--- src/design/gpio_mux_pkg.sv ---
// constants shared by the lower-pin function multiplexer and its helpers
// assumes one system clock and a synchronous active-high reset everywhere
// Functional notes
// RQ1: every pin has its own two-bit selector
// RQ2: selectors live in the utility register block
// RQ3: primary pin wins over its duplicate
// RQ4: software avoids selecting primary and duplicate together
// RQ5: serial code 00 follows UART or SPI mode
// RQ6: code 03 routes pin n to GPIO n
// RQ7: pins 0-7 carry serial port B
// RQ8: pins 8-15 carry serial port A
// RQ9: pins 20-23 carry serial port C
// RQ10: pins 24-27 port D or LCD data 0-3
// RQ11: LCD control on 18-23, data 4-7 on 28-31
// RQ12: code 02 LCD data 8-11, duplicates 28-31
// RQ13: parallel-port data on 32-35, status on 3-6, 16
// RQ14: timers mapped to their listed pins
// RQ15: external interrupts mapped, duplicates included
// RQ16: DMA handshakes on listed pins with duplicates
// RQ17: address filter reject 18, request 19
// RQ18: USB relay 17, timer 11 or overcurrent 16
// RQ19: software never programs reserved codes
// RQ20: strap pins stay released through reset
// RQ21: new selector takes effect next cycle; here the pad follows two cycles after the write
// RQ22: pin enable follows the selected function direction
package gpio_mux_pkg;
	localparam int         PIN_N      = 36;    // multiplexed pins 0..35
	localparam int         SEL_W      = 2;     // selector bits per pin
	localparam int         PIN_IDX_W  = 6;     // width of a pin index
	localparam logic [1:0] CODE_PRI   = 2'h0;  // option 00
	localparam logic [1:0] CODE_ALT1  = 2'h1;  // option 01
	localparam logic [1:0] CODE_ALT2  = 2'h2;  // option 02
	localparam logic [1:0] CODE_GPIO  = 2'h3;  // option 03, also the reset choice
	localparam logic       IDLE_IN    = 1'b1;  // level a peripheral sees on an unrouted input
	localparam logic       PAD_OUT_RST = 1'b0; // pad data during reset
	// serial group layout, one bit per pin offset inside the group
	localparam logic [7:0] UART8_OUT  = 8'h15; // tx, rts, dtr drive on 8-pin groups
	localparam logic [7:0] UART4_OUT  = 8'h01; // dtr drives on 4-pin groups
	localparam logic [7:0] SPI_B_PINS = 8'hc3; // dout, din, clk, enable
	localparam logic [7:0] SPI_A_PINS = 8'h43; // dout, din, clk
	localparam logic [7:0] SPI_CD_PINS = 8'h0c; // clk, enable
	localparam logic [7:0] SPI_DOUT   = 8'h01; // data out offset
	localparam logic [7:0] SPI_NO_DOUT = 8'h00;
	localparam logic [7:0] SPI_B_CTL  = 8'hc0; // clk and enable, driven as master
	localparam logic [7:0] SPI_A_CTL  = 8'h40;
	localparam logic [7:0] SPI_CD_CTL = 8'h0c;
	// index of each port in the spi_mode / spi_master vectors
	localparam int PORT_A = 0;
	localparam int PORT_B = 1;
	localparam int PORT_C = 2;
	localparam int PORT_D = 3;
endpackage

--- src/design/pin_filter.sv ---
// three-stage pad input synchroniser with agreement filter
// assumes pad levels are asynchronous to clk
`timescale 1ns/1ps
module pin_filter
	import gpio_mux_pkg::*;
#(
	parameter int W = PIN_N
) (
	input  wire logic         clk,
	input  wire logic         sys_rst,
	input  wire logic [W-1:0] pad_raw,
	output logic      [W-1:0] pad_clean
);
	logic [W-1:0] stage1; // metastability catcher, read only by stage2
	logic [W-1:0] stage2;
	logic [W-1:0] stage3;
	logic [W-1:0] differ; // stage2 and stage3 disagree

	assign differ = stage2 ^ stage3;

	// a change is accepted only once the second and third stages agree,
	// which costs a cycle but stops a single bad sample reaching a peripheral
	always_ff @(posedge clk) begin
		if (sys_rst) begin
			stage1    <= {W{IDLE_IN}};
			stage2    <= {W{IDLE_IN}};
			stage3    <= {W{IDLE_IN}};
			pad_clean <= {W{IDLE_IN}};
		end else begin
			stage1    <= pad_raw;
			stage2    <= stage1;
			stage3    <= stage2;
			pad_clean <= (stage2 & ~differ) | (pad_clean & differ);
		end
	end
endmodule

--- src/design/selector_bank.sv ---
// per-pin function selector registers of the utility block
// assumes writes come one pin at a time from the owning register logic
`timescale 1ns/1ps
module selector_bank
	import gpio_mux_pkg::*;
(
	input  wire logic                   clk,
	input  wire logic                   sys_rst,
	input  wire logic                   wr_en,
	input  wire logic [PIN_IDX_W-1:0]   wr_pin,
	input  wire logic [SEL_W-1:0]       wr_code,
	output logic      [PIN_N*SEL_W-1:0] sel
);
	genvar g;
	// one independent field per pin; a write to an index past the last pin is dropped
	for (g = 0; g < PIN_N; g++) begin : field
		logic             hit;   // this pin addressed
		logic [SEL_W-1:0] field; // this pin's selector, one process per field
		assign hit = wr_en && (wr_pin == PIN_IDX_W'(g));
		assign sel[g*SEL_W +: SEL_W] = field;
		always_ff @(posedge clk) begin
			if (sys_rst) begin
				field <= CODE_GPIO; // GPIO keeps pads released at power-up [RQ20]
			end else if (hit) begin
				field <= wr_code; // [RQ1] [RQ2]
			end
		end
	end
endmodule

--- src/design/gpio_function_mux.sv ---
// function multiplexer for general-purpose pins 0..35
// assumes peripherals run on clk; pad inputs are asynchronous and filtered here
`timescale 1ns/1ps
module gpio_function_mux
	import gpio_mux_pkg::*;
(
	input  wire logic                   clk,
	input  wire logic                   sys_rst,
	// selector write port
	input  wire logic                   sel_wr_en,
	input  wire logic [PIN_IDX_W-1:0]   sel_wr_pin,
	input  wire logic [SEL_W-1:0]       sel_wr_code,
	output logic      [PIN_N*SEL_W-1:0] sel_state,
	// pads
	input  wire logic [PIN_N-1:0]       pad_in,
	output logic      [PIN_N-1:0]       pad_out,
	output logic      [PIN_N-1:0]       pad_oe_n,
	// serial ports, bit i is pin offset i of the group
	input  wire logic [3:0]             spi_mode,
	input  wire logic [3:0]             spi_master,
	input  wire logic [7:0]             ser_a_out,
	input  wire logic [7:0]             ser_b_out,
	input  wire logic [3:0]             ser_c_out,
	input  wire logic [3:0]             ser_d_out,
	output logic      [7:0]             ser_a_in,
	output logic      [7:0]             ser_b_in,
	output logic      [3:0]             ser_c_in,
	output logic      [3:0]             ser_d_in,
	// timers, interrupts, DMA
	input  wire logic [15:0]            timer_out,
	input  wire logic [15:0]            timer_drive,
	output logic      [15:0]            timer_in,
	output logic      [3:0]             ext_irq_in,
	output logic                        dma1_req_in,
	input  wire logic                   dma1_done_out,
	input  wire logic                   dma1_rden_out,
	input  wire logic                   dma2_rden_out,
	// parallel port
	input  wire logic [3:0]             p1284_stat_out,
	input  wire logic [3:0]             p1284_data_out,
	input  wire logic [3:0]             p1284_data_drive,
	output logic      [3:0]             p1284_data_in,
	// LCD, address filter, USB
	input  wire logic [5:0]             lcd_ctrl_out,
	input  wire logic [11:0]            lcd_data_out,
	input  wire logic                   addr_filter_req_out,
	output logic                        addr_filter_reject_in,
	input  wire logic                   usb_power_relay,
	output logic                        usb_overcurrent_input,
	// plain GPIO
	input  wire logic [PIN_N-1:0]       gpio_out,
	input  wire logic [PIN_N-1:0]       gpio_drive,
	output logic      [PIN_N-1:0]       gpio_in
);
	logic [PIN_N-1:0] p;                       // filtered pad levels
	logic [PIN_N-1:0] is0, is1, is2, is3;      // selector decode per pin
	logic [PIN_N-1:0] blk0, blk1, blk2;        // duplicate lost to its primary
	logic [PIN_N-1:0] use0, use1, use2;        // selected and not overruled
	logic [PIN_N-1:0] c0_out, c1_out, c2_out;  // option data per pin
	logic [PIN_N-1:0] c0_drv, c1_drv, c2_drv;  // option drives the pad
	logic [PIN_N-1:0] next_out, next_drv;
	logic [15:0]      ra, rb, rc, rd;          // serial {route, drive} masks
	logic [15:0]      next_timer_in;
	logic [3:0]       next_irq;
	logic [3:0]       c_route, d_route;        // serial C and D input route per pin
	logic [3:0]       pd_route;                // parallel data input route per pin

	// the whole block is combinational steering between two register stages:
	// the pad filter on the way in and the output registers on both sides.
	// nothing here holds state of its own apart from the selectors, so a
	// selector write or a change of spi_mode or spi_master are the only events that change the routing.
	// limitation: the pad level seen by a peripheral lags the pin by five
	// cycles, which is fine for handshakes and timers but not for fast clocks.

	// route and drive masks of one serial group for option 00
	function automatic logic [15:0] ser_mask(input logic spi, input logic master, input logic [7:0] uart_out,
		input logic [7:0] spi_pins, input logic [7:0] dout, input logic [7:0] ctl);
		logic [7:0] route;
		logic [7:0] drive;
		route = spi ? spi_pins : 8'hff;
		drive = spi ? (dout | (master ? ctl : 8'h00)) : uart_out;
		return {route, drive & route};
	endfunction

	// primary source first, duplicate second, idle level otherwise
	function automatic logic pick(input logic a_en, input logic a, input logic b_en, input logic b);
		return a_en ? a : (b_en ? b : IDLE_IN);
	endfunction

	// masked 8-bit input steering
	function automatic logic [7:0] steer8(input logic [7:0] m, input logic [7:0] v);
		return (m & v) | (~m & {8{IDLE_IN}});
	endfunction

	selector_bank u_sel ( // selectors held in the utility block [RQ2]
		.clk     (clk),
		.sys_rst (sys_rst),
		.wr_en   (sel_wr_en),
		.wr_pin  (sel_wr_pin),
		.wr_code (sel_wr_code),
		.sel     (sel_state)
	);

	pin_filter #(.W(PIN_N)) u_filt (
		.clk       (clk),
		.sys_rst   (sys_rst),
		.pad_raw   (pad_in),
		.pad_clean (p)
	);

	// serial groups: UART or SPI depending on the port mode
	assign ra = ser_mask(spi_mode[PORT_A], spi_master[PORT_A], UART8_OUT, SPI_A_PINS, SPI_DOUT, SPI_A_CTL); // [RQ8]
	assign rb = ser_mask(spi_mode[PORT_B], spi_master[PORT_B], UART8_OUT, SPI_B_PINS, SPI_DOUT, SPI_B_CTL); // [RQ7]
	assign rc = ser_mask(spi_mode[PORT_C], spi_master[PORT_C], UART4_OUT, SPI_CD_PINS, SPI_NO_DOUT, SPI_CD_CTL); // [RQ9]
	assign rd = ser_mask(spi_mode[PORT_D], spi_master[PORT_D], UART4_OUT, SPI_CD_PINS, SPI_NO_DOUT, SPI_CD_CTL);

	// 4-pin groups use the low half of the route byte
	assign c_route  = use0[23:20] & rc[11:8];
	assign d_route  = use0[27:24] & rd[11:8];
	// parallel data is taken whenever option 01 is chosen on pins 32..35
	assign pd_route = use1[35:32];

	// each option vector below is one bit per pin, pin 0 at the right.
	// a constant 0 in a data vector marks an input-only or reserved choice;
	// its drive bit is 0 as well, so the pad stays released there, except pin 16 under option 00, which drives low.
	// trade-off: flat vectors are hard to read but keep the pin loop tiny.

	// option 00: a serial pin without an SPI meaning is released in SPI mode [RQ5]
	assign c0_out = {timer_out[10:8], 1'b0, timer_out[7:5], 1'b0, ser_d_out, ser_c_out,
		addr_filter_req_out, 1'b0, usb_power_relay, 1'b0, ser_a_out, ser_b_out}; // [RQ14] [RQ17] [RQ18]
	assign c0_drv = {timer_drive[10:8], 1'b0, timer_drive[7:5], 1'b0, rd[3:0], rc[3:0],
		4'hb, ra[7:0], rb[7:0]}; // reserved output on pin 16 drives low [RQ18] [RQ10]

	// option 01: DMA duplicates, parallel status, timers, LCD, parallel data
	assign c1_out = {p1284_data_out, lcd_data_out[7:0], lcd_ctrl_out, 1'b0, p1284_stat_out[3], timer_out[2:1],
		6'h00, dma1_rden_out, p1284_stat_out, timer_out[0], 1'b0, dma1_done_out}; // [RQ11] [RQ13] [RQ16]
	assign c1_drv = {p1284_data_drive, 14'h3fff, 2'h1, timer_drive[2:1], 6'h00, 1'b1, 4'hf,
		timer_drive[0], 1'b0, 1'b1}; // reserved options never drive, apart from pin 16 under option 00 [RQ19] [RQ10]

	// option 02: DMA primaries, timer duplicates, LCD upper data
	assign c2_out = {lcd_data_out[11:8], lcd_data_out[11:8], timer_out[4:3], timer_out[15], 1'b0, timer_out[14],
		3'h0, dma2_rden_out, 2'h0, timer_out[11], 2'h0, timer_out[10], 1'b0, timer_out[0], 1'b0, timer_out[8],
		1'b0, 1'b0, timer_out[7], dma1_rden_out, dma1_done_out, 1'b0, dma2_rden_out, 1'b0, timer_out[1]}; // [RQ12]
	assign c2_drv = {8'hff, timer_drive[4:3], timer_drive[15], 1'b0, timer_drive[14], 3'h0, 1'b1, 2'h0,
		timer_drive[11], 2'h0, timer_drive[10], 1'b0, timer_drive[0], 1'b0, timer_drive[8], 1'b0, 1'b0,
		timer_drive[7], 1'b1, 1'b1, 1'b0, 1'b1, 1'b0, timer_drive[1]}; // [RQ14] [RQ16]

	// a duplicate pin stands aside while its primary pin carries the same function [RQ3]
	// the block masks only cover pairs whose primary is inside pins 0..35;
	// a duplicate whose primary lives on an upper pin is always live here.
	assign blk0 = {7'h00, is2[7], 28'h0000000};
	assign blk1 = {19'h00000, is1[6], 2'h0, is2[1], 1'b0, is0[32], 3'h0, is2[5], 5'h00, is2[3], is2[4]};
	assign blk2 = {4'h0, is2[35:32], 8'h00, is2[2], 5'h00, is0[35], 1'b0, is1[2], 1'b0, is0[33], 2'h0,
		is0[31], 5'h00, is1[14]};
	assign use0 = is0 & ~blk0;
	assign use1 = is1 & ~blk1;
	assign use2 = is2 & ~blk2;

	genvar g;
	// per-pin decode and selection; the pad is released unless the chosen function drives it
	for (g = 0; g < PIN_N; g++) begin : pin
		assign is0[g] = sel_state[g*SEL_W +: SEL_W] == CODE_PRI;  // [RQ1]
		assign is1[g] = sel_state[g*SEL_W +: SEL_W] == CODE_ALT1;
		assign is2[g] = sel_state[g*SEL_W +: SEL_W] == CODE_ALT2;
		assign is3[g] = sel_state[g*SEL_W +: SEL_W] == CODE_GPIO;
		assign next_out[g] = is0[g] ? c0_out[g] : is1[g] ? c1_out[g] : is2[g] ? c2_out[g] : gpio_out[g]; // [RQ6]
		assign next_drv[g] = use0[g] ? c0_drv[g] : use1[g] ? c1_drv[g] : use2[g] ? c2_drv[g] :
			(is3[g] & gpio_drive[g]); // [RQ22]
	end

	// inputs toward the peripherals, primary before duplicate
	// an input nobody routes rests high, so idle handshakes read inactive
	assign next_irq = {pick(use2[18], p[18], 1'b0, 1'b0), pick(use0[32], p[32], use1[11], p[11]),
		pick(use2[7], p[7], use0[28], p[28]), pick(use2[1], p[1], use1[13], p[13])}; // [RQ15]
	assign next_timer_in = {pick(use2[25], p[25], 1'b0, 1'b0), pick(use2[23], p[23], 1'b0, 1'b0), IDLE_IN, IDLE_IN,
		pick(use2[16], p[16], 1'b0, 1'b0), pick(use0[35], p[35], use2[13], p[13]),
		pick(use0[34], p[34], 1'b0, 1'b0), pick(use0[33], p[33], use2[9], p[9]),
		pick(use0[31], p[31], use2[6], p[6]), pick(use0[30], p[30], 1'b0, 1'b0),
		pick(use0[29], p[29], 1'b0, 1'b0), pick(use2[27], p[27], 1'b0, 1'b0),
		pick(use2[26], p[26], 1'b0, 1'b0), pick(use1[15], p[15], 1'b0, 1'b0),
		pick(use1[14], p[14], use2[0], p[0]), pick(use1[2], p[2], use2[11], p[11])}; // [RQ14]

	// pad side: registered so a selector write reaches the pad two cycles later, all pins together [RQ21]
	// registering data and enable together avoids a glitch on other pins
	// while one selector changes
	always_ff @(posedge clk) begin
		if (sys_rst) begin
			pad_out  <= {PIN_N{PAD_OUT_RST}};
			pad_oe_n <= {PIN_N{1'b1}}; // released so strap pull levels hold [RQ20]
		end else begin
			pad_out  <= next_out;
			pad_oe_n <= ~next_drv; // [RQ22]
		end
	end

	// peripheral side: unrouted inputs rest at the idle level
	// every peripheral input is registered once more after the filter
	always_ff @(posedge clk) begin
		if (sys_rst) begin
			ser_a_in              <= {8{IDLE_IN}};
			ser_b_in              <= {8{IDLE_IN}};
			ser_c_in              <= {4{IDLE_IN}};
			ser_d_in              <= {4{IDLE_IN}};
			timer_in              <= {16{IDLE_IN}};
			ext_irq_in            <= {4{IDLE_IN}};
			dma1_req_in           <= IDLE_IN;
			p1284_data_in         <= {4{IDLE_IN}};
			addr_filter_reject_in <= IDLE_IN;
			usb_overcurrent_input <= IDLE_IN;
			gpio_in               <= {PIN_N{IDLE_IN}};
		end else begin
			ser_a_in              <= steer8(use0[15:8] & ra[15:8], p[15:8]); // [RQ8]
			ser_b_in              <= steer8(use0[7:0] & rb[15:8], p[7:0]); // [RQ7]
			ser_c_in              <= (c_route & p[23:20]) | (~c_route & {4{IDLE_IN}}); // [RQ9]
			ser_d_in              <= (d_route & p[27:24]) | (~d_route & {4{IDLE_IN}}); // [RQ10]
			timer_in              <= next_timer_in;
			ext_irq_in            <= next_irq;
			dma1_req_in           <= pick(use2[3], p[3], use1[1], p[1]); // [RQ16]
			p1284_data_in         <= (pd_route & p[35:32]) | (~pd_route & {4{IDLE_IN}}); // [RQ13]
			addr_filter_reject_in <= pick(use0[18], p[18], 1'b0, 1'b0); // [RQ17]
			usb_overcurrent_input <= pick(use2[16], p[16], 1'b0, 1'b0); // [RQ18]
			gpio_in               <= p; // pin level is always readable
		end
	end
endmodule

--- config.mk ---
export PLATFORM = sky130hd
export DESIGN_NAME = gpio_function_mux
export DESIGN_NICKNAME = d
export VERILOG_FILES = /design/src/design/gpio_mux_pkg.sv /design/src/design/pin_filter.sv /design/src/design/selector_bank.sv /design/src/design/gpio_function_mux.sv
export SDC_FILE = /design/constraint.sdc
export NUM_CORES = 1
export LEC_CHECK = 0
export BUFFER_PORTS_ARGS = -buffer_cell sky130_fd_sc_hd__buf_2
export CORE_ASPECT_RATIO = 0.6
export CORE_MARGIN = 2
export CORE_UTILIZATION = 53
export DETAILED_ROUTE_END_ITERATION = 12
export PLACE_DENSITY_LB_ADDON = 0.1
export SKIP_CTS_REPAIR_TIMING = 1
export SYNTH_ARGS = -nofsm -noshare
export SYNTH_HDL_FRONTEND = slang
export SYNTH_HIERARCHICAL = 1
export SYNTH_SLANG_ARGS = --single-unit
--- constraint.sdc ---
create_clock -name clk -period 4.51 [get_ports clk]
set_clock_uncertainty 0.1 [all_clocks]
set_input_delay 0.6765 -clock clk [delete_from_list [all_inputs] [get_ports clk]]
set_output_delay 0.6765 -clock clk [all_outputs]
set_load 0.03 [all_outputs]
==> flow_summary.ini, run 1 <==
[drt]
totalWireLength_um = 38100
vias = 10500
wl_per_cell_um = 19.7
drc_errors = 0
ant_nets = 0
drt_iter0_markers = 808
via_per_inst = 5.41
drtPass1Iterations = 5

[placed_design]
dp_hpwl_um = 28300
gp_congestion = 0.887
io_buffers = 442

[worst_hold_path]
hold_depth = 2
min_path_type = primary input to flip-flop
hold_end = u_filt/stage1[18]
holdCritStartpoint = pad_in[18]

[clocking]
numCtsBuffers = 34
cts.clk_slew.worst_paths_ns = 0.07
cts_sinks = 372
cts_tree = done
insertion_delay_ns = 0.52
htreeDepth = 2
cts.path.max_buffers = 3
root_buffer = clkbuf_16

[yosys]
ys_ff_latch = 372
synth_common_cells = dfxtp_1 (372), nor2_1 (94), or2_2 (91)
syn_inst = 1155
synth-edff-count = 0
yosysWarnings = 6
synth_top_area_share_pct = 57.8
synth_flop_cell = dfxtp_1
async_flop_share_pct = 0
yosysMostFrequentCell = dfxtp_1
yosys.area.top_type = dfxtp_1
synth_area_per_cell_um2 = 11.2
synth_cell_type_count = 58
ys_top_cells_by_area = dfxtp_1 (58%), a221o_1 (4.6%), or2_2 (4.4%)
syn_area_um2 = 12900
ys_seq_area_share_pct = 57.8

[cells_and_area]
fillCellCount = 1912
syn_to_final_growth_pct = 27.5
regArea_um2 = 7450
multiInputGateArea_um2 = 5060
drive_gt1_share_pct = 41.4
fin_nets = 1800

[sta]
fmaxAchievable_mhz = 424
hold_slack_ns = 0.230
hold_viol = 0
rsz0062_at_grt = no
fin_crit_sh_pct = 52.3
slew_viol_final = 0
worst_pin_slew_ns = 1.13
relSlewSlack_pct = 24.6
setup-tns-final_ns = 0
min_period_ns = 2.36
setup_viol = 0

[global_route]
grt_max_degree = 201
grt_pass1_vias = 9931
antenna_found_initial = 11
overflow = 0
grt_pass1_wl_um = 56100
grtUsageTotal_pct = 28.8

[power_and_ir_drop]
power_density_nw_per_um2 = 419
leakage_nw = 6.60
vdd_ir_drop_max_v = 0.000263

[critical_path]
cp_num_buf_inv = 1
worst_setup_path_end_kind = primary output
r2r_start = u_sel/field[33].field[1]
cp-startpoint = u_sel/field[33].field[1]
crit_type = flip-flop to primary output
worstPathMaxFanout = 10
startpoint_type = flip-flop
critPathTopFamily = flip-flops
cp.arrival_ns = 1.58
critical-path-max-stage-delay_ns = 0.75
cpMaxStageDelayCell = dfxtp_1
regToRegSetupSlack_ns = 2.73
critical_path.cell_chain = buf_2
required_ns = 3.73
rr_worst_depth = 2
r2r_end = pad_out[33]

[die]
core_area_um2 = 24000
initial_core_util_pct = 53.7
dieHeight_um = 125
die_area_um2 = 25600
num_rows = 44
pin_count = 449
die_w_um = 205

[flow_run]
maxCapViolCount = 0

[status]
status = complete, no violations
[worst max path at each step]
stage	depth (start not counted)	to
6_report	1	sel_state[67]
5_1_grt	1	sel_state[67]
4_1_cts	1	sel_state[67]
3_5_place_dp	5	timer_in[0]
3_3_place_gp	5	timer_in[0]
2_1_floorplan	4	u_sel/field[17].field[1]
[metal layers]
metal / global-route usage, % / vias to the layer above / wire length, um
met2: 47.7 / 425 / 18000
met5: 0 / - / 8
met3: 8.01 / 75 / 3270
li1: - / 4968 / -
met1: 35.9 / 5013 / 15800
met4: 10.7 / 2 / 1070
[cell families after synthesis]
logic type / synth area share [%]
AND/OR/NAND/NOR: 21.2
AO/OA/AOI/OAI: 12.5
buffers and inverters: 2.93
flip-flops: 57.8
multiplexers: 5.56
other: 0.0291
[per-stage QoR]
step	util, %	power (mW)	setup WS, ns	instance area [um2]	std cells
after floorplan	-	3.74	2.57	12900	1156
after global placement	63.4	3.91	2.05	15200	1868
after detailed placement	63.4	3.92	2.03	15200	1868
after CTS	68.3	6.92	2.11	16400	1929
after global routing	68.4	7.11	2.10	16400	1932
final	68.4	6.88	2.15	16400	1938
[report_power, final]
part / switching, mW / internal [mW] / total, mW / leakage (nW)
Combinational: 0.262 / 0.183 / 0.445 / 2.99
Sequential: 0.0373 / 3.37 / 3.40 / 3.05
Clock: 1.23 / 1.81 / 3.03 / 0.565
[cell usage in the layout (no fill, tap or decap), types with 5 or more instances in the layout]
cell	instances
buf_2	441
dfxtp_1	372
nor2_1	94
or2_2	91
nand2_1	68
a221o_1	59
or2_1	54
nor3_1	44
clkbuf_16	37
a211oi_2	26
nor2b_1	23
mux2i_1	22
nand3_1	22
o21ai_0	19
nand2b_1	18
or3_1	17
mux4_2	16
a21oi_1	15
mux2_2	12
a211oi_1	12
inv_1	11
clkbuf_1	11
nand3b_1	10
diode_2	9
a211o_1	9
a31oi_1	7
a22oi_1	6
o21a_1	6
or4_1	6
buf_4	6
nor4b_4	5
a221o_2	5
[cell type report]
| class | instances | area share [%] |
|---|---|---|
| repair buffers | 448 | 13.8 |
| diodes | 9 | 0.137 |
| flip-flops and latches | 372 | 45.3 |
| inverters | 11 | 0.251 |
| clock buffers | 52 | 6.22 |
| clock inverters | 9 | 0.968 |
| multi-input cells | 715 | 30.8 |
| well taps | 322 | 2.45 |
[registers in the layout, summed over array words and instances (netlist names), named ones only]
name	flops
u_filt/stage2	36
dma1_req_in	1
u_filt/stage1	36
ext_irq_in	4
ser_a_in	8
u_filt/stage3	36
pad_oe_n	36
addr_filter_reject_in	1
p1284_data_in	4
gpio_in	36
ser_c_in	4
timer_in	14
ser_d_in	4
u_sel/field.field	72
pad_out	36
ser_b_in	8
No activity file was read; power rests on OpenSTA's default activity.
==> inputs of run 2 (changes only) <==
--- a/config.mk
+++ b/config.mk
@@ -5,10 +5,11 @@
 export SDC_FILE = /design/constraint.sdc
 export NUM_CORES = 1
 export LEC_CHECK = 0
+export ABC_AREA = 1
 export BUFFER_PORTS_ARGS = -buffer_cell sky130_fd_sc_hd__buf_2
 export CORE_ASPECT_RATIO = 0.6
 export CORE_MARGIN = 2
-export CORE_UTILIZATION = 53
+export CORE_UTILIZATION = 45
 export DETAILED_ROUTE_END_ITERATION = 12
 export PLACE_DENSITY_LB_ADDON = 0.1
 export SKIP_CTS_REPAIR_TIMING = 1
==> constraint.sdc (replaced) <==
create_clock -name clk -period 2 [get_ports clk]
set_clock_uncertainty 0.1 [all_clocks]
set_input_delay 0.3 -clock clk [delete_from_list [all_inputs] [get_ports clk]]
set_output_delay 0.3 -clock clk [all_outputs]
set_load 0.03 [all_outputs]
==> flow_summary.ini, run 2 <==
[yosys]
synth_xor_area_share_pct = 0
async_flop_share_pct = 0
synth_cell_type_count = 28
synthAdderAreaFrac_pct = 0
syn_area_um2 = 13600
synth_flop_cell = dfxtp_1
synth_area_per_cell_um2 = 7.69
ys_seq_area_share_pct = 54.9
synth.area.mux_share_pct = 0
synth_compound_area_share_pct = 3.39
synth_top_area_share_pct = 54.9
yosysWarnings = 6
yosys.area.top_type = dfxtp_1
synth_common_cells = nand2_1 (460), dfxtp_1 (372), inv_1 (246), nand3_1 (246), nor2_1 (167)
synth_top_family_by_area = simple AND/OR/NAND/NOR gates
ys_ff_latch = 372
synthSimpleGateAreaFrac_pct = 32.1
synth-edff-count = 0
syn_inst = 1764
yosysMostFrequentCell = nand2_1
ys_top_cells_by_area = dfxtp_1 (55%), nand2_1 (13%), nand3_1 (9.1%)

[power_and_ir_drop]
p_total_mw = 15.7
vdd_ir_drop_max_v = 0.000559
power_density_nw_per_um2 = 856
leakage_nw = 9.45

[status]
status = finished, violations left
violations = negative hold slack

[critical_path]
required_ns = 2.30
startpoint_type = flip-flop
cp.arrival_ns = 2.18
rr_worst_depth = 6
cp-startpoint = u_sel/field[34].field[1]
r2r_end = pad_out[34]
worstPathMaxFanout = 6
regToRegSetupSlack_ns = 0.12
critPathCapture = pad_out[34]
crit_type = flip-flop to flip-flop
r2r_start = u_sel/field[34].field[1]
worst_setup_path_end_kind = flip-flop

[cells_and_area]
fillCellCount = 2670
fin_nets = 2526
final_common_cell = nand2_1
final_cells = 2743
drive_gt1_share_pct = 24.6
final_cell_mix = nand2_1 (460), buf_2 (441), dfxtp_1 (372), inv_1 (246), nand3_1 (246)
syn_to_final_growth_pct = 35.6
regMostFlops = u_sel/field.field
fin_area_um2 = 18400
largest_reg_flops = 72

[placed_design]
dp_cells = 2576
post-place-ws_ns = 0.432
place_area_um2 = 16200
gp_congestion = 0.870
dp_hpwl_um = 31200
io_buffers = 442

[global_route]
grt_max_degree = 73
overflow = 0
grtUsageTotal_pct = 25.3
antenna_found_initial = 3
grt_pass1_vias = 11700
grt_pass1_wl_um = 62900

[clocking]
root_buffer = clkbuf_16
cts.path.max_buffers = 3
htreeDepth = 2
numCtsBuffers = 36
insertion_delay_ns = 0.52
cts.clk_slew.worst_paths_ns = 0.06
cts_tree = done
cts_sinks = 372

[die]
die_w_um = 228
dieHeight_um = 138
die_area_um2 = 31600
initial_core_util_pct = 45.5
num_rows = 49
core_area_um2 = 29800
pin_count = 449

[sta]
setup_slack_ns = 0.125
setup_viol = 0
hold_viol = 17
fin_crit_sh_pct = 93.8
rsz0062_at_grt = no
fmaxAchievable_mhz = 533
hold_slack_ns = -0.0486
relSlewSlack_pct = 48.8
min_period_ns = 1.88
worst_pin_slew_ns = 0.768
setup-tns-final_ns = 0
slew_viol_final = 0

[drt]
via_per_inst = 4.79
drt_iter0_markers = 949
wl_per_cell_um = 15.6
totalWireLength_um = 42700
vias = 13100
drc_errors = 0
ant_nets = 0
drtPass1Iterations = 8

[worst_hold_path]
min_path_type = primary input to flip-flop

[flow_run]
maxCapViolCount = 0
[run 2: changes by cell type in the layout (fill, tap and decap cells not counted), sizes merged, moves of 23 or more]
| cell | previous run | this run |
|---|---|---|
| a211oi | 38 | 0 |
| a221o | 64 | 0 |
| dlygate4sd3 | 0 | 102 |
| inv | 12 | 253 |
| nand2 | 68 | 460 |
| nand3 | 22 | 246 |
| nor2 | 94 | 171 |
| nor2b | 23 | 0 |
| nor3 | 44 | 5 |
| or2 | 146 | 84 |
[run 2: worst min-delay path by stage]
stage                            from                end  slack [ns]  cells past startpoint
floorplan           u_filt/stage1[35]  u_filt/stage2[35]        0.28                      1
global placement    u_filt/stage1[19]  u_filt/stage2[19]        0.29                      1
detailed placement  u_filt/stage1[16]  u_filt/stage2[16]        0.29                      1
CTS                        pad_in[31]  u_filt/stage1[31]       -0.17                      2
global route             ser_a_out[1]         pad_out[9]       0.001                      5
finish                 gpio_drive[15]       pad_oe_n[15]       -0.05                      4
[run 2: power by group]
part | total, mW | internal [mW] | switching, mW
Clock | 6.81 | 3.99 | 2.83
Sequential | 7.67 | 7.60 | 0.0742
Combinational | 1.26 | 0.535 | 0.725
[run 2: kinds of logic (layout without fill, tap and decap cells)]
kind of cell / count (synthesis) / in the layout
buffers and inverters: 312 / 881
flip-flops: 372 / 372
AND/OR/NAND/NOR: 995 / 995
other: 1 / 3
AO/OA/AOI/OAI: 84 / 84
[run 2: metrics by stage]
step / hold WS (ns) / util [%]
5_1_grt: 0.00111 / 61.7
3_5_place_dp: 0.293 / 54.4
2_1_floorplan: 0.283 / -
6_report: -0.0486 / 61.7
3_3_place_gp: 0.292 / 54.4
4_1_cts: -0.170 / 58.3
[run 2: critical path, stage by stage, from the launching register on]
cell	delay, ns
dfxtp_1	0.48
inv_1	0.20
nand2_1	0.18
nand2_1	0.07
nor2_1	0.11
a21oi_1	0.07
dlygate4sd3_1	0.56
[run 2: final cells by class]
type | count | area [um2] | share of cell area, %
tap | 408 | 510 | 2.78
multi-input combinational | 1081 | 4820 | 26.2
antenna | 1 | 2.50 | 0.0136
clock inverter | 9 | 120 | 0.653
sequential | 372 | 7450 | 40.5
timing repair buffer | 563 | 3480 | 18.9
inverter | 254 | 956 | 5.20
clock buffer | 55 | 1040 | 5.68
[run 2: metal layers]
metal,track usage [%],share of wire [%],vias up
li1,-,-,6544
met1,32.5,44,6021
met2,42.3,47,502
met3,6.02,7.1,63
met4,7.91,2.0,4
met5,0,0.070,-
